[config.mk]
export PLATFORM = sky130hd
export DESIGN_NAME = rls_host_ctrl
export DESIGN_NICKNAME = d
export VERILOG_FILES = /design/src/design/rls_pkg.sv /design/src/design/rls_reg_clkgen.sv /design/src/design/rls_beat_buf.sv /design/src/design/rls_host_ctrl.sv
export SDC_FILE = /design/constraint.sdc
export NUM_CORES = 1
export LEC_CHECK = 0
export BUFFER_PORTS_ARGS = -buffer_cell sky130_fd_sc_hd__buf_4
export CAP_MARGIN = 30
export CORE_MARGIN = 2
export CORE_UTILIZATION = 49
export CTS_CLUSTER_SIZE = 40
export DETAILED_ROUTE_END_ITERATION = 8
export PLACE_DENSITY_LB_ADDON = 0.25
export SYNTH_ARGS = -nofsm -noshare
export SYNTH_HDL_FRONTEND = slang
export SYNTH_HIERARCHICAL = 1
export SYNTH_SLANG_ARGS = --single-unit
[constraint.sdc]
create_clock -name i_clk -period 2.1 [get_ports i_clk]
set_input_delay 0.315 -clock i_clk [delete_from_list [all_inputs] [get_ports i_clk]]
set_output_delay 0.315 -clock i_clk [all_outputs]
set_load 0.03 [all_outputs]
[src/design/rls_pkg.sv]
// shared constants, carriers and states for the receive link host controller
package rls_pkg;

    // system clock: 250 MHz, 4 ns period
    localparam int CLK_PERIOD_PS = 4000;
    localparam int CLK_FREQ_KHZ = 250000;

    // allowed register port clock range
    localparam int REG_CLK_MIN_KHZ = 75000;
    localparam int REG_CLK_MAX_KHZ = 125000;

    // i_clk cycles per half period of the register port clock
    localparam int REG_CLK_HALF_CYC = 1;

    // register port widths: word address and data
    localparam int REG_ADDR_W = 8;
    localparam int REG_DATA_W = 32;

    // stream layout: one big-endian 32-bit word per lane
    localparam int OCTET_W = 8;
    localparam int LANE_W = 32;
    localparam int DEFAULT_LANES = 1;

    // depth of the beat buffer in the receive path
    localparam int BEAT_BUF_DEPTH = 2;

    // flip-flops on every pin input
    localparam int SYNC_STAGES = 2;

    // least hold times for the two resets, in ns
    localparam int REG_RST_HOLD_NS = 100;
    localparam int XCVR_RST_HOLD_NS = 1000;

    // round a least time in ns up to whole clock cycles, never below one
    function automatic int ns_to_cyc_up(input int ns);
        int cyc;
        cyc = (ns * 1000 + CLK_PERIOD_PS - 1) / CLK_PERIOD_PS;
        return (cyc < 1) ? 1 : cyc;
    endfunction

    localparam int REG_RST_HOLD_CYC = ns_to_cyc_up(REG_RST_HOLD_NS);
    localparam int XCVR_RST_HOLD_CYC = ns_to_cyc_up(XCVR_RST_HOLD_NS);

    // one register access requested by user logic
    typedef struct packed {
        logic write;
        logic [REG_ADDR_W-1:0] addr;
        logic [REG_DATA_W-1:0] wdata;
    } rls_cmd_t;

    // register port pins driven toward the device
    typedef struct packed {
        logic select;
        logic rd_strobe;
        logic wr_strobe;
        logic [REG_ADDR_W-1:0] word_addr;
        logic [REG_DATA_W-1:0] wdata;
    } rls_reg_pins_t;

    // answer to one register access
    typedef struct packed {
        logic write;
        logic [REG_DATA_W-1:0] rdata;
    } rls_rsp_t;

    // register access sequencer
    typedef enum logic [2:0] {
        ST_IDLE = 3'b000,
        ST_LAUNCH = 3'b001,
        ST_ACCESS = 3'b010,
        ST_SAMPLE = 3'b011,
        ST_RESPOND = 3'b100
    } rls_state_t;

endpackage

[src/design/rls_reg_clkgen.sv]
// register port clock divider with edge-ahead pulses
`timescale 1ns/1ps

module rls_reg_clkgen #(
    parameter int HALF_CYC = rls_pkg::REG_CLK_HALF_CYC
) (
    input wire logic i_clk,
    input wire logic i_rst_b,
    output logic o_reg_clk,
    output logic o_rise,
    output logic o_fall
);

    localparam int CNT_W = (HALF_CYC > 1) ? $clog2(HALF_CYC) : 1;
    localparam logic [CNT_W-1:0] CNT_LAST = CNT_W'(HALF_CYC - 1);
    localparam int REG_CLK_KHZ = rls_pkg::CLK_FREQ_KHZ / (2 * HALF_CYC);

    // refuse dividers that leave the allowed clock range
    initial begin
        if (HALF_CYC < 1 || REG_CLK_KHZ < rls_pkg::REG_CLK_MIN_KHZ || REG_CLK_KHZ > rls_pkg::REG_CLK_MAX_KHZ) begin
            $error("rls_reg_clkgen: divider gives a register clock out of range");
        end
    end

    logic [CNT_W-1:0] cnt;
    logic last;

    assign last = (cnt == CNT_LAST);
    // high in the cycle whose closing edge raises or lowers the clock
    assign o_rise = last & ~o_reg_clk;
    assign o_fall = last & o_reg_clk;

    // half-period counter
    always_ff @(posedge i_clk or negedge i_rst_b) begin
        if (!i_rst_b) begin
            cnt <= '0;
        end else if (last) begin
            cnt <= '0;
        end else begin
            cnt <= cnt + CNT_W'(1);
        end
    end

    // clock output toggles at the end of each half period
    always_ff @(posedge i_clk or negedge i_rst_b) begin
        if (!i_rst_b) begin
            o_reg_clk <= 1'b0;
        end else if (last) begin
            o_reg_clk <= ~o_reg_clk;
        end
    end

endmodule

[src/design/rls_beat_buf.sv]
// small shift buffer for stream beats, head entry is the output register
`timescale 1ns/1ps

module rls_beat_buf #(
    parameter int WIDTH = rls_pkg::LANE_W,
    parameter int DEPTH = rls_pkg::BEAT_BUF_DEPTH
) (
    input wire logic i_clk,
    input wire logic i_rst_b,
    input wire logic i_in_valid,
    input wire logic [WIDTH-1:0] i_in_data,
    output logic o_in_ready,
    output logic o_out_valid,
    output logic [WIDTH-1:0] o_out_data,
    input wire logic i_out_ready
);

    localparam int CNT_W = $clog2(DEPTH + 1);
    localparam logic [CNT_W-1:0] CNT_FULL = CNT_W'(DEPTH);

    initial begin
        if (DEPTH < 2 || WIDTH < 1) begin
            $error("rls_beat_buf: needs at least two entries and one bit");
        end
    end

    logic [WIDTH-1:0] mem [DEPTH];
    logic [CNT_W-1:0] count;
    logic push;
    logic pop;
    logic [CNT_W-1:0] wr_idx;

    assign o_in_ready = (count != CNT_FULL);
    assign o_out_data = mem[0];
    assign push = i_in_valid & o_in_ready;
    assign pop = o_out_valid & i_out_ready;
    // a pop frees the slot below the write point in the same cycle
    assign wr_idx = pop ? count - CNT_W'(1) : count;

    // occupancy
    always_ff @(posedge i_clk or negedge i_rst_b) begin
        if (!i_rst_b) begin
            count <= '0;
        end else if (push && !pop) begin
            count <= count + CNT_W'(1);
        end else if (pop && !push) begin
            count <= count - CNT_W'(1);
        end
    end

    // head-valid flag held in its own flop so the output carries no logic
    always_ff @(posedge i_clk or negedge i_rst_b) begin
        if (!i_rst_b) begin
            o_out_valid <= 1'b0;
        end else if (push && !pop) begin
            o_out_valid <= 1'b1;
        end else if (pop && !push) begin
            o_out_valid <= (count != CNT_W'(1));
        end
    end

    // storage shifts toward the head on a pop, new beat lands behind the last
    always_ff @(posedge i_clk or negedge i_rst_b) begin
        if (!i_rst_b) begin
            for (int i = 0; i < DEPTH; i++) begin
                mem[i] <= '0;
            end
        end else begin
            for (int i = 0; i < DEPTH; i++) begin
                if (push && CNT_W'(i) == wr_idx) begin
                    mem[i] <= i_in_data;
                end else if (pop && i < DEPTH - 1) begin
                    mem[i] <= mem[i+1];
                end
            end
        end
    end

endmodule

[src/design/rls_host_ctrl.sv]
// host controller for the receive link stream and its register port
`timescale 1ns/1ps

module rls_host_ctrl #(
    parameter int LANES = rls_pkg::DEFAULT_LANES,
    parameter int REG_HALF_CYC = rls_pkg::REG_CLK_HALF_CYC,
    parameter int BUF_DEPTH = rls_pkg::BEAT_BUF_DEPTH
) (
    input wire logic i_clk,
    input wire logic i_rst_b,
    input wire logic i_cmd_valid,
    input wire rls_pkg::rls_cmd_t i_cmd,
    output logic o_cmd_ready,
    output logic o_rsp_valid,
    output rls_pkg::rls_rsp_t o_rsp,
    output logic o_reg_port_clock,
    output logic o_reg_port_reset_low,
    output rls_pkg::rls_reg_pins_t o_reg_pins,
    input wire logic [rls_pkg::REG_DATA_W-1:0] i_reg_port_rdata,
    input wire logic i_reg_port_stall,
    input wire logic [LANES*rls_pkg::LANE_W-1:0] i_rx_lane_octets_out,
    input wire logic i_rx_stream_valid,
    output logic o_transport_sink_ready,
    output logic o_transport_frame_error,
    output logic o_beat_valid,
    output logic [LANES*rls_pkg::LANE_W-1:0] o_beat_data,
    input wire logic i_beat_ready,
    output logic o_overflow_seen,
    input wire logic i_overflow_clr,
    input wire logic i_xcvr_reset_req,
    output logic o_xcvr_rx_hard_reset
);

    localparam int BEAT_W = LANES * rls_pkg::LANE_W;
    localparam int RST_CNT_W = $clog2(rls_pkg::REG_RST_HOLD_CYC + 1);
    localparam logic [RST_CNT_W-1:0] RST_CNT_DONE = RST_CNT_W'(rls_pkg::REG_RST_HOLD_CYC);
    localparam int XRST_CNT_W = $clog2(rls_pkg::XCVR_RST_HOLD_CYC + 1);
    localparam logic [XRST_CNT_W-1:0] XRST_CNT_LAST = XRST_CNT_W'(rls_pkg::XCVR_RST_HOLD_CYC - 1);
    localparam logic [1:0] SMP_LAST = 2'(rls_pkg::SYNC_STAGES - 1);

    initial begin
        if (LANES < 1 || LANES > 8) begin
            $error("rls_host_ctrl: lane count must be 1 to 8");
        end
        if (rls_pkg::SYNC_STAGES != 2) begin
            $error("rls_host_ctrl: sampler is built for two stages");
        end
    end

    rls_pkg::rls_state_t state;
    rls_pkg::rls_state_t next_state;
    rls_pkg::rls_cmd_t cmd;
    logic reg_clk_rise;
    logic reg_clk_fall;
    logic accept;
    logic [RST_CNT_W-1:0] rst_cnt;
    logic [1:0] smp_cnt;
    logic [rls_pkg::REG_DATA_W-1:0] rdata_s1;
    logic [rls_pkg::REG_DATA_W-1:0] rdata_s2;
    logic stall_s1;
    logic stall_s2;
    logic buf_in_ready;
    logic beat_lost;
    logic [XRST_CNT_W-1:0] xrst_cnt;

    rls_reg_clkgen #(
        .HALF_CYC(REG_HALF_CYC)
    ) u_clkgen (
        .i_clk(i_clk),
        .i_rst_b(i_rst_b),
        .o_reg_clk(o_reg_port_clock),
        .o_rise(reg_clk_rise),
        .o_fall(reg_clk_fall)
    );

    // ---------------- register port reset ----------------

    // hold time counter after the system reset lets go
    always_ff @(posedge i_clk or negedge i_rst_b) begin
        if (!i_rst_b) begin
            rst_cnt <= '0;
        end else if (rst_cnt != RST_CNT_DONE) begin
            rst_cnt <= rst_cnt + RST_CNT_W'(1);
        end
    end

    // async assert, release on a falling register clock edge
    always_ff @(posedge i_clk or negedge i_rst_b) begin
        if (!i_rst_b) begin
            o_reg_port_reset_low <= 1'b0;
        end else if (rst_cnt == RST_CNT_DONE && reg_clk_fall) begin
            o_reg_port_reset_low <= 1'b1;
        end
    end

    // ---------------- register access sequencer ----------------

    assign accept = i_cmd_valid & o_cmd_ready;

    // next state of the access sequencer
    always_comb begin
        next_state = state;
        case (state)
            rls_pkg::ST_IDLE: begin
                if (accept) begin
                    next_state = rls_pkg::ST_LAUNCH;
                end
            end
            rls_pkg::ST_LAUNCH: begin
                if (reg_clk_fall) begin
                    next_state = rls_pkg::ST_ACCESS;
                end
            end
            rls_pkg::ST_ACCESS: begin
                if (reg_clk_rise) begin
                    next_state = rls_pkg::ST_SAMPLE;
                end
            end
            rls_pkg::ST_SAMPLE: begin
                // a stalled access is issued again
                if (smp_cnt == SMP_LAST) begin
                    next_state = stall_s2 ? rls_pkg::ST_LAUNCH : rls_pkg::ST_RESPOND;
                end
            end
            rls_pkg::ST_RESPOND: begin
                next_state = rls_pkg::ST_IDLE;
            end
            default: begin
                next_state = rls_pkg::ST_IDLE;
            end
        endcase
    end

    // state register
    always_ff @(posedge i_clk or negedge i_rst_b) begin
        if (!i_rst_b) begin
            state <= rls_pkg::ST_IDLE;
        end else begin
            state <= next_state;
        end
    end

    // commands are taken only once the register reset is released
    always_ff @(posedge i_clk or negedge i_rst_b) begin
        if (!i_rst_b) begin
            o_cmd_ready <= 1'b0;
        end else begin
            o_cmd_ready <= o_reg_port_reset_low && next_state == rls_pkg::ST_IDLE;
        end
    end

    // latched command
    always_ff @(posedge i_clk or negedge i_rst_b) begin
        if (!i_rst_b) begin
            cmd <= '0;
        end else if (accept) begin
            cmd <= i_cmd;
        end
    end

    // cycles spent waiting for the pin samplers
    always_ff @(posedge i_clk or negedge i_rst_b) begin
        if (!i_rst_b) begin
            smp_cnt <= '0;
        end else if (state == rls_pkg::ST_SAMPLE) begin
            smp_cnt <= smp_cnt + 2'h1;
        end else begin
            smp_cnt <= '0;
        end
    end

    // pins change only on falling register clock edges, away from the sampling edge
    always_ff @(posedge i_clk or negedge i_rst_b) begin
        if (!i_rst_b) begin
            o_reg_pins <= '0;
        end else if (reg_clk_fall) begin
            if (state == rls_pkg::ST_LAUNCH) begin
                // chip select goes up together with the strobe
                o_reg_pins.select <= 1'b1;
                o_reg_pins.rd_strobe <= ~cmd.write;
                o_reg_pins.wr_strobe <= cmd.write;
                o_reg_pins.word_addr <= cmd.addr;
                o_reg_pins.wdata <= cmd.wdata;
            end else if (state != rls_pkg::ST_ACCESS) begin
                o_reg_pins.select <= 1'b0;
                o_reg_pins.rd_strobe <= 1'b0;
                o_reg_pins.wr_strobe <= 1'b0;
            end
        end
    end

    // two-stage samplers on the read data and stall pins
    always_ff @(posedge i_clk or negedge i_rst_b) begin
        if (!i_rst_b) begin
            rdata_s1 <= '0;
            rdata_s2 <= '0;
            stall_s1 <= 1'b0;
            stall_s2 <= 1'b0;
        end else begin
            rdata_s1 <= i_reg_port_rdata;
            rdata_s2 <= rdata_s1;
            stall_s1 <= i_reg_port_stall;
            stall_s2 <= stall_s1;
        end
    end

    // answer carries the read data sampled at the access edge
    always_ff @(posedge i_clk or negedge i_rst_b) begin
        if (!i_rst_b) begin
            o_rsp_valid <= 1'b0;
            o_rsp <= '0;
        end else begin
            o_rsp_valid <= (state == rls_pkg::ST_SAMPLE && next_state == rls_pkg::ST_RESPOND);
            if (state == rls_pkg::ST_SAMPLE && next_state == rls_pkg::ST_RESPOND) begin
                o_rsp.write <= cmd.write;
                o_rsp.rdata <= cmd.write ? '0 : rdata_s2;
            end
        end
    end

    // ---------------- receive stream ----------------

    // every valid beat is offered, the buffer absorbs downstream stalls
    // lane words keep their big-endian octet order through the buffer
    rls_beat_buf #(
        .WIDTH(BEAT_W),
        .DEPTH(BUF_DEPTH)
    ) u_beat_buf (
        .i_clk(i_clk),
        .i_rst_b(i_rst_b),
        .i_in_valid(i_rx_stream_valid),
        .i_in_data(i_rx_lane_octets_out),
        .o_in_ready(buf_in_ready),
        .o_out_valid(o_beat_valid),
        .o_out_data(o_beat_data),
        .i_out_ready(i_beat_ready)
    );

    // a beat flagged valid with no room is lost
    assign beat_lost = i_rx_stream_valid & ~buf_in_ready;

    // ready shows room in the buffer
    always_ff @(posedge i_clk or negedge i_rst_b) begin
        if (!i_rst_b) begin
            o_transport_sink_ready <= 1'b0;
        end else begin
            o_transport_sink_ready <= buf_in_ready;
        end
    end

    // frame error pulses for each lost beat
    always_ff @(posedge i_clk or negedge i_rst_b) begin
        if (!i_rst_b) begin
            o_transport_frame_error <= 1'b0;
        end else begin
            o_transport_frame_error <= beat_lost;
        end
    end

    // sticky loss flag, a new loss wins over a clear
    always_ff @(posedge i_clk or negedge i_rst_b) begin
        if (!i_rst_b) begin
            o_overflow_seen <= 1'b0;
        end else if (beat_lost) begin
            o_overflow_seen <= 1'b1;
        end else if (i_overflow_clr) begin
            o_overflow_seen <= 1'b0;
        end
    end

    // ---------------- transceiver hard reset ----------------

    // active-high pulse of least hold time after reset or on request
    // this does not reset the analog section; that goes through reconfiguration
    always_ff @(posedge i_clk or negedge i_rst_b) begin
        if (!i_rst_b) begin
            o_xcvr_rx_hard_reset <= 1'b1;
            xrst_cnt <= '0;
        end else if (i_xcvr_reset_req) begin
            o_xcvr_rx_hard_reset <= 1'b1;
            xrst_cnt <= '0;
        end else if (o_xcvr_rx_hard_reset) begin
            if (xrst_cnt == XRST_CNT_LAST) begin
                o_xcvr_rx_hard_reset <= 1'b0;
            end else begin
                xrst_cnt <= xrst_cnt + XRST_CNT_W'(1);
            end
        end
    end

endmodule

==> reports/metrics.cfg <==
[timing]
hold_viol=0
finalSetupViolCount=0
tns_ns=0
rsz0062_at_grt=no
tightestPinTransition_ns=0.652
finalWorstSetupSlack_ns=0.181
post-route-period-util=0.914
fmax_mhz=521
fin_skew_ns=0.0229
slew_violations=0
max_slew_margin=0.566
fin_crit_ns=1.92

[status]
status=finished, final reports clean

[place]
gp_congestion=0.774
hpwl_um=14800
port_buffers=229
postPlaceCellArea_um2=12800
post-place-ws_ns=0.197

[yosys]
synthMostInstantiatedCell=dfrtp_1
syn-num-nets=887
synth-seq-area-share=0.632
synth_edf_count=0
ys_seq_elements=276
syn-cell-area_um2=10900
synth-main-ff-cell=dfrtp_1
yosys.area.top_type_share=0.630
synthCells=766
synth_area_leaders=dfrtp_1 63%, mux2_4 9.6%, mux2_2 3.3%
yosysTopAreaCell=dfrtp_1
synth_cell_types=53
yosys-top-cells-count=275 x dfrtp_1, 70 x mux2_4, 56 x o21ai_0
async_reset_ff_frac=1.00
yosys_warnings=6
syn_area_per_cell_um2=14.3

[layout]
seq_area_um2=6910
multi_input_area_um2=3340
nets=1176
drive_gt1_frac=0.392
n_fill_cell=1571
finish.utilization=0.670
final_area_um2=14600
syn_to_final_growth_pct=33.8

[detailed_routing]
routed_wl_um=23100
drc=0
viasPerCell=5.02
wire_per_inst_um=17.0
drt_iter0_markers=276
route.vias.total=6823
ant_nets=0
dr.pass1.iters=4

[global_route]
antenna_found_initial=0
grt_overflow=0
first_global_vias=7183
track_usage=0.197
grt_max_degree=79
grt_pass1_wl_um=38100

[critical_path]
crit_path_end_kind=register
worst-path-buf-inv=1
cp.required_ns=2.52
crit_chain=ha_1 -> and4bb_1 -> a31oi_2 -> nor2_4 -> buf_4 -> mux2_4
crit_arrival_ns=2.33
reg2regPathDepth=6
r2r-start=u_beat_buf/count[1]
reg2reg_to=u_beat_buf/mem[4]
cp-start-kind=register
cpMaxStageDelayCell=dfrtp_1
max_stage_delay_ns=0.41
cp_max_fo=11
r2r_slack_ns=0.18
setup.worst_path.class=reg -> reg
crit_family=simple AND/OR/NAND/NOR gates

[cts]
clock_path_buffers=3
cts_tree=done
ctsHtreeMaxLevel=1
cts-root-buf=clkbuf_16
cts.sinks=276
cts.clk_slew.worst_paths_ns=0.06
cts_buffers=28
worstSkewPairLatency_ns=0.54

[power_and_ir_drop]
p_sw_mw=8.05
power_mw=22.8
ir_drop_v=0.000786
pwr-share-seq=0.367
p_leak_nw=7.02
powerDensity_nw_per_um2=1560
p_clk_frac=0.232
p_comb_frac=0.401
p_sw_frac=0.353
internal-power_mw=14.7

[floorplanning]
initial_core_util=0.501
die_x_um=153
die_y_um=153
dieArea_um2=23500
num_rows=54
core_area_um2=21800
io-pin-count=230

[hold_path]
hold_depth=2
hold_path_end=cmd[5]
hp-class=in -> reg
hold_path_startpoint=i_cmd[5]

[flow_run]
cap_violations=0

==> placed cells by master, fill, tap and decap left out, drive strengths merged, types with 6 or more instances in the layout <==
cell type,netlist,routed
a21oi,7,7
buf,60,253
clkbuf,15,35
clkinv,0,8
dfrtp,275,275
dlygate4sd3,0,81
ha,8,8
inv,48,49
mux2,116,116
mux2i,33,33
nand2,39,39
nor2,12,12
o21ai,69,69
o41ai,32,32
xnor2,6,6
==> kinds of logic after synthesis <==
kind of cell,Yosys count,share of synthesized area
and+or+nand+nor,80,0.0387
DFF,276,0.632
xor gates and xnor gates,8,0.00641
adders and majority gates,8,0.00916
muxes,149,0.174
AOI/OAI and AO/OA,122,0.0759
buffers and inverters,123,0.0637
==> how the worst max path moves through the flow <==
stage                             start                 end  slack, ns  depth (start not counted)
floorplan           u_beat_buf/count[0]   u_beat_buf/mem[0]       0.18                          7
global placement    u_beat_buf/count[1]   u_beat_buf/mem[4]       0.27                          6
detailed placement  u_beat_buf/count[1]  u_beat_buf/mem[10]       0.20                          6
CTS                 u_beat_buf/count[1]   u_beat_buf/mem[4]       0.17                          6
global route        u_beat_buf/count[1]   u_beat_buf/mem[6]       0.10                          6
finish              u_beat_buf/count[1]   u_beat_buf/mem[4]       0.18                          6
==> timing repair <==
action / in CTS / in global routing
hold buffers: 80 / 1
setup buffers: 0 / 0
gates resized for setup: 0 / 0
setup endpoints to repair: 0 / 0
endpoints found under the hold margin: 174 / 1
==> area by class of cell <==
type                            count  area share
Antenna cell                        1    0.000171
Clock buffer                       35      0.0525
Clock inverter                     17      0.0159
Inverter                           48      0.0123
Multi-Input combinational cell    367       0.228
Sequential cell                   276       0.472
Tap cell                          280      0.0240
Timing Repair Buffer              334       0.194
==> power by group through the flow <==
stage | clock, mW | sequential, mW | combinational [mW]
after floorplan | 0 | 9.55 | 5.31
after global placement | 0 | 8.35 | 8.81
after detailed placement | 0 | 8.40 | 9.03
after CTS | 5.39 | 8.36 | 9.17
after global routing | 5.64 | 8.60 | 9.70
final | 5.28 | 8.37 | 9.13
==> sequential cells by signal, indices dropped and copies added (netlist names), 2 cells and up <==
signal / count
o_reg_pins: 43
xrst_cnt: 8
rdata_s2: 32
rdata_s1: 32
smp_cnt: 2
u_beat_buf/mem: 32
state: 3
u_beat_buf/o_out_data: 32
u_beat_buf/count: 2
cmd: 41
o_rsp: 33
rst_cnt: 5
==> per-layer routing <==
metal | vias up | GRT usage | wire length [um]
li1 | 3200 | - | -
met1 | 3382 | 0.273 | 10300
met2 | 202 | 0.321 | 11000
met3 | 39 | 0.0468 | 1380
met4 | 0 | 0.0410 | 425
met5 | - | 0 | 0
==> stage by stage <==
stage          std cells  hold WS [ns]
4_1_cts             1356      0.000333
2_1_floorplan        766        0.0194
3_3_place_gp        1224         0.331
3_5_place_dp        1224         0.335
6_report            1358        0.0166
5_1_grt             1357       0.00119
(Power assumes the default switching activity.)
